===== src/hw/bpwm_pkg.sv =====
// Constants shared by the three-channel motor PWM block and its bench.
// Assumes one 100 MHz system clock that also serves as the PWM count clock.
package bpwm_pkg;

	// Value widths
	localparam int BPWM_VW = 10;                  // Duty, period and counter width
	localparam int BPWM_NV = 4;                   // Stored values: duty 0..2, period

	// Register byte addresses, one 32-bit word each
	localparam logic [7:0] BPWM_OFS_DUTY0_LO = 8'h00;
	localparam logic [7:0] BPWM_OFS_DUTY0_HI = 8'h04;
	localparam logic [7:0] BPWM_OFS_DUTY1_LO = 8'h08;
	localparam logic [7:0] BPWM_OFS_DUTY1_HI = 8'h0c;
	localparam logic [7:0] BPWM_OFS_DUTY2_LO = 8'h10;
	localparam logic [7:0] BPWM_OFS_DUTY2_HI = 8'h14;
	localparam logic [7:0] BPWM_OFS_PRD_LO   = 8'h18;
	localparam logic [7:0] BPWM_OFS_PRD_HI   = 8'h1c;
	localparam logic [7:0] BPWM_OFS_CNT_LO   = 8'h20;
	localparam logic [7:0] BPWM_OFS_CNT_HI   = 8'h24;
	localparam logic [7:0] BPWM_OFS_MCFG     = 8'h28;
	localparam logic [7:0] BPWM_OFS_STAT     = 8'h2c;
	localparam logic [7:0] BPWM_OFS_CTRL     = 8'h30;

	// Motor output config fields
	localparam int BPWM_MCFG_MASK_MODE = 7;       // 0 hardware, 1 software mask
	localparam int BPWM_MCFG_NONCOMP   = 3;       // 0 complementary, 1 non-complementary
	localparam int BPWM_MCFG_PWM_EN    = 2;       // PWM output enable
	localparam int BPWM_MCFG_PROT_SEL  = 1;       // Protection output select
	localparam int BPWM_MCFG_SIDE      = 0;       // 0 low sides, 1 high sides
	localparam logic [7:0] BPWM_MCFG_RST = 8'h04; // Reset value
	localparam logic [7:0] BPWM_MCFG_WMASK = 8'h8f; // Implemented bits

	// Control fields
	localparam int BPWM_CTRL_RELOAD  = 0;         // Reload at overflow or underflow
	localparam int BPWM_CTRL_CENTER  = 1;         // 0 edge, 1 center aligned
	localparam int BPWM_CTRL_BRAKE   = 2;         // Brake mode
	localparam int BPWM_CTRL_PROTECT = 3;         // Motor protection mode
	localparam logic [7:0] BPWM_CTRL_RST   = 8'h00;
	localparam logic [7:0] BPWM_CTRL_WMASK = 8'h0f;

	// Status fields
	localparam int BPWM_STAT_GATE_LSB = 3;        // Gate levels bits 5..3
	localparam int BPWM_STAT_HALL_LSB = 0;        // Filtered hall bits 2..0

	// Counting direction of the PWM counter
	typedef enum logic [0:0] {
		BPWM_UP   = 1'b0,
		BPWM_DOWN = 1'b1
	} bpwm_dir_t;

endpackage


===== src/hw/bpwm_core.sv =====
// Three-channel 10-bit PWM generator with the motor mask output stage.
// Assumes an Avalon-MM master on clk, commutation inputs on clk, and
// filtered hall levels and a fault level that arrive from outside clk.

module bpwm_core (
	input  wire logic        clk,                 // System clock, 100 MHz
	input  wire logic        rst,                 // Asynchronous reset, active high
	input  wire logic [7:0]  avs_address,         // Byte address
	input  wire logic        avs_read,            // Read request
	input  wire logic        avs_write,           // Write request
	input  wire logic [31:0] avs_writedata,       // Write data
	input  wire logic [3:0]  avs_byteenable,      // Byte lanes
	output logic      [31:0] avs_readdata,        // Read data
	output logic             avs_waitrequest,     // Stall the master
	input  wire logic [2:0]  comm_top,            // Commutation top per phase
	input  wire logic [2:0]  comm_bot,            // Commutation bottom per phase
	input  wire logic [2:0]  filtered_hall,       // Filtered hall levels, async
	input  wire logic        fault_in,            // Protection trigger, async
	output logic [2:0]       top_gate,            // High side gates a, b, c
	output logic [2:0]       bottom_gate          // Low side gates a, b, c
);

	// Decode one phase in hardware mask mode, returns {top, bottom}
	function automatic logic [1:0] hw_decode(input logic t, input logic b,
		input logic p, input logic side, input logic noncomp);
		logic [1:0] r;
		r = 2'b00;
		if (!t && b) begin
			if (side) r = 2'b01;
			else r = noncomp ? {1'b0, p} : {~p, p};
		end else if (t && !b) begin
			if (!side) r = 2'b10;
			else r = noncomp ? {p, 1'b0} : {p, ~p};
		end
		return r;
	endfunction

	// Bus handshake state
	logic        ack_r;                             // Second cycle of an access
	logic [31:0] rdata_r;                           // Registered read data
	wire         req     = avs_read | avs_write;    // Any request
	wire         wr_acc  = avs_write & ack_r;       // Write takes effect
	wire         wr_lane = wr_acc & avs_byteenable[0]; // Data sits in lane 0

	// Stored values, high-byte buffers and active copies
	logic [bpwm_pkg::BPWM_VW-1:0] val_r  [bpwm_pkg::BPWM_NV];
	logic [1:0]                   hbuf_r [bpwm_pkg::BPWM_NV];
	logic [bpwm_pkg::BPWM_VW-1:0] act_r  [bpwm_pkg::BPWM_NV];

	// Config, control and counter
	logic [7:0]                   mcfg_r;           // Motor output config
	logic [7:0]                   ctrl_r;           // Control bits
	logic [bpwm_pkg::BPWM_VW-1:0] cnt_r;            // Live counter
	logic [bpwm_pkg::BPWM_VW-1:0] cnt_nxt;          // Next counter
	bpwm_pkg::bpwm_dir_t          dir_r;            // Count direction
	bpwm_pkg::bpwm_dir_t          dir_nxt;          // Next direction

	// Synchronisers for outside levels
	logic [2:0] hall_s1_r, hall_s2_r;               // Hall levels, no reset
	logic       fault_s1_r, fault_s2_r;             // Fault level

	// Registered commutation pairs and gates
	logic [2:0] ctop_r, cbot_r;                     // Registered commutation
	logic [2:0] top_r, bot_r;                       // Registered gates
	logic [2:0] top_nxt, bot_nxt;                   // Next gates

	// Address hits per stored value
	logic [bpwm_pkg::BPWM_NV-1:0] lo_hit, hi_hit;
	assign lo_hit[0] = avs_address == bpwm_pkg::BPWM_OFS_DUTY0_LO;
	assign lo_hit[1] = avs_address == bpwm_pkg::BPWM_OFS_DUTY1_LO;
	assign lo_hit[2] = avs_address == bpwm_pkg::BPWM_OFS_DUTY2_LO;
	assign lo_hit[3] = avs_address == bpwm_pkg::BPWM_OFS_PRD_LO;
	assign hi_hit[0] = avs_address == bpwm_pkg::BPWM_OFS_DUTY0_HI;
	assign hi_hit[1] = avs_address == bpwm_pkg::BPWM_OFS_DUTY1_HI;
	assign hi_hit[2] = avs_address == bpwm_pkg::BPWM_OFS_DUTY2_HI;
	assign hi_hit[3] = avs_address == bpwm_pkg::BPWM_OFS_PRD_HI;
	wire mcfg_hit = avs_address == bpwm_pkg::BPWM_OFS_MCFG;
	wire ctrl_hit = avs_address == bpwm_pkg::BPWM_OFS_CTRL;

	// Named control fields
	wire center   = ctrl_r[bpwm_pkg::BPWM_CTRL_CENTER];
	wire reload   = ctrl_r[bpwm_pkg::BPWM_CTRL_RELOAD];
	wire brake    = ctrl_r[bpwm_pkg::BPWM_CTRL_BRAKE];
	wire protect  = ctrl_r[bpwm_pkg::BPWM_CTRL_PROTECT] | fault_s2_r;
	wire sw_mask  = mcfg_r[bpwm_pkg::BPWM_MCFG_MASK_MODE];
	wire noncomp  = mcfg_r[bpwm_pkg::BPWM_MCFG_NONCOMP];
	wire pwm_en   = mcfg_r[bpwm_pkg::BPWM_MCFG_PWM_EN];
	wire prot_sel = mcfg_r[bpwm_pkg::BPWM_MCFG_PROT_SEL];
	wire side     = mcfg_r[bpwm_pkg::BPWM_MCFG_SIDE];
	wire [bpwm_pkg::BPWM_VW-1:0] prd = act_r[3];

	// Status byte: gates a top, a bottom, b top, then filtered halls
	wire [7:0] stat = {2'b00, top_r[0], bot_r[0], top_r[1], hall_s2_r};

	// Read multiplexer; write-only and unmapped words read zero
	wire [31:0] rd_mux =
		(avs_address == bpwm_pkg::BPWM_OFS_CNT_LO) ? {24'h000000, cnt_r[7:0]} :
		(avs_address == bpwm_pkg::BPWM_OFS_CNT_HI) ? {22'h0, cnt_r[9:8]} :
		mcfg_hit ? {24'h000000, mcfg_r} :
		(avs_address == bpwm_pkg::BPWM_OFS_STAT) ? {24'h000000, stat} :
		ctrl_hit ? {24'h000000, ctrl_r} : 32'h00000000;

	// Every access waits exactly one cycle
	assign avs_waitrequest = req & ~ack_r;
	assign avs_readdata    = rdata_r;

	// Handshake and read capture
	always_ff @(posedge clk or posedge rst) begin
		if (rst) begin
			ack_r   <= 1'b0;
			rdata_r <= 32'h00000000;
		end else begin
			ack_r <= req & ~ack_r;
			if (avs_read && !ack_r) begin
				rdata_r <= rd_mux;
			end
		end
	end

	// Config and control registers
	always_ff @(posedge clk or posedge rst) begin
		if (rst) begin
			mcfg_r <= bpwm_pkg::BPWM_MCFG_RST;
			ctrl_r <= bpwm_pkg::BPWM_CTRL_RST;
		end else begin
			if (wr_lane && mcfg_hit) begin
				mcfg_r <= avs_writedata[7:0] & bpwm_pkg::BPWM_MCFG_WMASK;
			end
			if (wr_lane && ctrl_hit) begin
				ctrl_r <= avs_writedata[7:0] & bpwm_pkg::BPWM_CTRL_WMASK;
			end
		end
	end

	// Counter boundary events
	wire ovf    = cnt_r >= prd;                                   // Top or wrap
	wire udf    = center && (dir_r == bpwm_pkg::BPWM_DOWN) && (cnt_r <= 10'h001);
	wire reload_evt = reload & (ovf | udf);

	// Duty and period stores with high-byte buffers
	always_ff @(posedge clk or posedge rst) begin
		if (rst) begin
			for (int i = 0; i < bpwm_pkg::BPWM_NV; i++) begin
				val_r[i]  <= '0;
				hbuf_r[i] <= 2'b00;
				act_r[i]  <= '0;
			end
		end else begin
			for (int i = 0; i < bpwm_pkg::BPWM_NV; i++) begin
				if (wr_lane && hi_hit[i]) begin
					hbuf_r[i] <= avs_writedata[1:0];
				end
				if (wr_lane && lo_hit[i]) begin
					val_r[i] <= {hbuf_r[i], avs_writedata[7:0]};
				end
				if (reload_evt) begin
					act_r[i] <= val_r[i];
				end
			end
		end
	end

	// Next counter value for both alignments
	always_comb begin
		cnt_nxt = cnt_r + 10'h001;
		dir_nxt = dir_r;
		if (!center) begin
			dir_nxt = bpwm_pkg::BPWM_UP;
			if (ovf) cnt_nxt = '0;
		end else begin
			unique case (dir_r)
				bpwm_pkg::BPWM_UP: begin
					if (ovf) begin
						if (prd <= 10'h001) begin
							cnt_nxt = '0;
						end else begin
							cnt_nxt = prd - 10'h001;
							dir_nxt = bpwm_pkg::BPWM_DOWN;
						end
					end
				end
				bpwm_pkg::BPWM_DOWN: begin
					if (udf) begin
						cnt_nxt = '0;
						dir_nxt = bpwm_pkg::BPWM_UP;
					end else begin
						cnt_nxt = cnt_r - 10'h001;
					end
				end
			endcase
		end
	end

	// Counter and direction
	always_ff @(posedge clk or posedge rst) begin
		if (rst) begin
			cnt_r <= '0;
			dir_r <= bpwm_pkg::BPWM_UP;
		end else begin
			cnt_r <= cnt_nxt;
			dir_r <= dir_nxt;
		end
	end

	// Outside levels pass two flip-flops
	always_ff @(posedge clk) begin
		hall_s1_r <= filtered_hall;
		hall_s2_r <= hall_s1_r;
	end
	always_ff @(posedge clk or posedge rst) begin
		if (rst) begin
			fault_s1_r <= 1'b0;
			fault_s2_r <= 1'b0;
		end else begin
			fault_s1_r <= fault_in;
			fault_s2_r <= fault_s1_r;
		end
	end

	// Commutation pairs are registered before decoding
	always_ff @(posedge clk or posedge rst) begin
		if (rst) begin
			ctop_r <= 3'b000;
			cbot_r <= 3'b000;
		end else begin
			ctop_r <= comm_top;
			cbot_r <= comm_bot;
		end
	end

	// Per-phase wave and mask stage
	for (genvar g = 0; g < 3; g++) begin : g_phase
		wire       wave = cnt_r < act_r[g];
		wire       p    = pwm_en ? wave : 1'b1;
		wire [1:0] hw   = hw_decode(ctop_r[g], cbot_r[g], p, side, noncomp);
		wire [1:0] nrm  = sw_mask ? {p, ~p} : hw;
		assign top_nxt[g] = brake ? 1'b0 :
			protect ? 1'b0 : nrm[1];
		assign bot_nxt[g] = brake ? 1'b1 :
			protect ? prot_sel : nrm[0];
	end

	// Gate outputs
	always_ff @(posedge clk or posedge rst) begin
		if (rst) begin
			top_r <= 3'b000;
			bot_r <= 3'b000;
		end else begin
			top_r <= top_nxt;
			bot_r <= bot_nxt;
		end
	end
	assign top_gate    = top_r;
	assign bottom_gate = bot_r;

	// Sampled view of the counter low byte for the read check
	wire [7:0] cnt_lo = cnt_r[7:0];                 // Counter low byte
endmodule


===== config.mk =====
export PLATFORM = sky130hd
export DESIGN_NAME = bpwm_core
export DESIGN_NICKNAME = d
export VERILOG_FILES = /design/src/hw/bpwm_pkg.sv /design/src/hw/bpwm_core.sv
export SDC_FILE = /design/constraint.sdc
export NUM_CORES = 1
export LEC_CHECK = 0
export ABC_AREA = 0
export BUFFER_PORTS_ARGS = -buffer_cell sky130_fd_sc_hd__clkbuf_2
export CORE_ASPECT_RATIO = 1.25
export CORE_UTILIZATION = 64
export CTS_BUF_LIST = sky130_fd_sc_hd__clkbuf_4 sky130_fd_sc_hd__clkbuf_8
export DETAILED_ROUTE_END_ITERATION = 12
export HOLD_SLACK_MARGIN = 0.02
export PLACE_DENSITY = 0.86
export SLEW_MARGIN = 20
export SYNTH_ARGS = -nofsm -noshare
export SYNTH_HDL_FRONTEND = slang
export SYNTH_SLANG_ARGS = --single-unit

===== constraint.sdc =====
create_clock -name clk -period 11.75 [get_ports clk]
set_input_delay 2.9375 -clock clk [delete_from_list [all_inputs] [get_ports clk]]
set_output_delay 2.9375 -clock clk [all_outputs]
set_load 0.005 [all_outputs]

==> impl_metrics.env <==
export IMPL_status="complete, no violations"
export IMPL_power_mw=0.954
export IMPL_hold_class="reg2reg"
export IMPL_p_switching_mw=0.223
export IMPL_synth_seq_area_share_pct=47.9
export IMPL_setup_tns_ps=0
export IMPL_slew_violations=0
export IMPL_stdcell_area_um2=7740
export IMPL_r2r_setup_slack_ps=8200
export IMPL_path_cells="clkbuf_2 > nor2_1 > nor2_1 > clkbuf_2"
export IMPL_seqPwrFrac_pct=50.6
export IMPL_io_pins=97
export IMPL_gr_usage_all_layers_pct=30.6
export IMPL_synthTopCellsByArea="dfrtp_1, mux2_2, ha_1, buf_4, inv_1"
export IMPL_start_kind="primary input"
export IMPL_drive_gt1_share_pct=27.2
export IMPL_grt_ovfl_total=0
export IMPL_vias=4993
export IMPL_holdBufCountCts=0
export IMPL_leakagePower_nw=3.85
export IMPL_avgSynthCellArea_um2=11.4
export IMPL_maxSlewHeadroom_pct=39.0
export IMPL_maxCapViolCount=0
export IMPL_grt_antenna_before_repair=0
export IMPL_arrival_ps=3320
export IMPL_swShare_pct=23.4
export IMPL_start_util_pct=66.3
export IMPL_cts_tree="yes"
export IMPL_fin_crit_sh_pct=53.3
export IMPL_yosysMostFrequentCell="dfrtp_1"
export IMPL_yosysWarnings=0
export IMPL_cts_resized=0
export IMPL_gp_congestion=0.874
export IMPL_crit_required_ps=8810
export IMPL_grt_pass1_vias=5234
export IMPL_max_clock_path_buffers=2
export IMPL_fp_dieH_um=120
export IMPL_skew_ps=13.7
export IMPL_cts_sinks=137
export IMPL_fin_nets=771
export IMPL_synth_top_area_cell="dfrtp_1"
export IMPL_vdd_ir_drop_max_mv=0.138
export IMPL_cp_slowest_cell="clkbuf_2"
export IMPL_ctsRootBufferMaster="clkbuf_8"
export IMPL_critPathKind="in2out"
export IMPL_rsz0062_at_grt="no"
export IMPL_port_buffer_count=45
export IMPL_nFillCells=689
export IMPL_remaining_drc_errors=0
export IMPL_min_period_ps=6260
export IMPL_met3_wirelength_um=857
export IMPL_final_core_util_pct=72.2
export IMPL_h_tree_depth=4
export IMPL_path_max_fanout=2
export IMPL_drt_total_wl_um=16000
export IMPL_p_int_mw=0.731
export IMPL_routed_wl_met2_um=8200
export IMPL_synthTopCellsByCount="dfrtp_1, mux2_2, ha_1, inv_1, nand2_1"
export IMPL_dp_cells=784
export IMPL_fin_cells=816
export IMPL_synth_top_area_share_pct=45.8
export IMPL_clk_latency_ps=450
export IMPL_setup_violations=0
export IMPL_clkTransAtPathRegs_ps=80
export IMPL_synth_edff_count=0
export IMPL_r2r_start="cnt_r[0]"
export IMPL_crit_start="avs_write"
export IMPL_drt_iter0_drc=318
export IMPL_area_delta_synth_final_pct=9.04
export IMPL_vias_per_cell=6.12
export IMPL_hold_viol_final=0
export IMPL_fmax_mhz=160
export IMPL_n_antenna_cell=0
export IMPL_cts_setup_buffers=0
export IMPL_worstSetupEndpointType="output port"
export IMPL_top_layer="met4"
export IMPL_grt_pass1_wl_um=25600
export IMPL_synthFlopType="dfrtp_1"
export IMPL_p_per_area_nw_per_um2=123
export IMPL_core_um2=10700
export IMPL_die_w_um=96.2
export IMPL_clkPwrFrac_pct=44.8
export IMPL_crit_end="avs_waitrequest"
export IMPL_cts_buffers=17
export IMPL_ys_seq_elements=137
export IMPL_grt_max_degree=78
export IMPL_wl_met1_um=6100
export IMPL_yosysUniqueCellTypes=59
export IMPL_r2r_end="act_r[16]"
export IMPL_syn_area_um2=7100
export IMPL_power_frac_comb_pct=4.6
export IMPL_dp_hpwl_um=10600
export IMPL_wl_per_cell_um=19.6
export IMPL_ff2ff_path_depth=9
export IMPL_synth_cells=625
export IMPL_fp_dieArea_um2=11500
export IMPL_first_pass_iters=5
export IMPL_async_reset_ff_share_pct=95.6
export IMPL_row_count=42
export IMPL_worstMarginPinSlew_ps=916
export IMPL_dpl_cell_area_um2=7300
export IMPL_antenna_left=0
export IMPL_cpPeakStageDelay_ps=130
-- registers in the layout (all words and copies together) (netlist names) --
signal,cells
avs_readdata,8
fault_s2_r,1
bottom_gate,3
mcfg_r,5
fault_s1_r,1
hbuf_r,8
ctop_r,3
cbot_r,3
act_r,30
ack_r,1
hall_s1_r,3
cnt_r,10
hall_s2_r,3
dir_r,1
ctrl_r,4
val_r,40
prd,10
top_gate,3
-- worst min path at each step --
stage / start / endpoint / slack (ps) / depth (start not counted)
floorplan: hall_s1_r[0] / hall_s2_r[0] / 310 / 0
global placement: hall_s1_r[0] / hall_s2_r[0] / 320 / 0
detailed placement: hall_s1_r[0] / hall_s2_r[0] / 320 / 0
CTS: hall_s1_r[0] / hall_s2_r[0] / 330 / 0
global route: hall_s1_r[0] / hall_s2_r[0] / 330 / 0
finish: hall_s1_r[0] / hall_s2_r[0] / 330 / 0
-- power by group through the flow --
stage               logic (mW)  registers [mW]  clock network [mW]
global route            0.0493           0.483               0.450
detailed placement      0.0434           0.491                   0
floorplan               0.0337           0.490                   0
finish                  0.0438           0.482               0.428
global placement        0.0418           0.491                   0
CTS                     0.0439           0.482               0.431
-- cell type report --
type                            instances  area [um^2]  share of cell area, %
Sequential cell                       137         3400                   43.9
Multi-Input combinational cell        426         3340                   43.1
Clock buffer                           18          248                   3.20
Timing Repair Buffer                   47          240                   3.10
Clock inverter                         14          195                   2.52
Tap cell                              132          165                   2.13
Inverter                               42          160                   2.07
-- placed cells by master (no fill, tap or decap), types with 13 or more instances in the layout --
master | Yosys | final
nor2_1 | 27 | 27
a21oi_1 | 22 | 22
clkbuf_8 | 0 | 18
mux2_2 | 88 | 88
nand2b_1 | 16 | 16
dfrtp_1 | 130 | 130
o21ai_0 | 22 | 22
clkbuf_2 | 0 | 45
ha_1 | 42 | 42
nand2_1 | 42 | 42
inv_1 | 42 | 41
xnor2_1 | 13 | 13
conb_1 | 1 | 24
-- worst max-delay path, delay by kind of cell --
family,cells,cell delay [ps]
buf+inv,2,220
simple gates,2,150
-- layer usage --
metal / global-route usage, % / vias to the layer above
met1: 34.9 / 2471
met2: 50.7 / 196
met4: 20.0 / 0
li1: - / 2257
met5: 0 / -
met3: 6.78 / 69
-- stage by stage --
stage | hold slack (ps) | setup WS, ps
2_1_floorplan | 310 | 5320
3_3_place_gp | 315 | 5510
3_5_place_dp | 316 | 5500
4_1_cts | 329 | 5500
5_1_grt | 333 | 5470
6_report | 328 | 5490
-- cells by family (layout without fill, tap and decap cells) --
family          count (synthesis)  count (layout)  synth area share, %
buf+inv                        85             121                 6.38
flops                         137             137                 47.9
mux                           100             100                 16.3
xor+xnor                       21              21                 2.59
fa+ha+maj                      42              42                 7.40
other cells                     1              24               0.0528
simple gates                  149             149                 10.8
compound gates                 90              90                 8.60
Note: power is estimated with default switching activity, not from simulation.
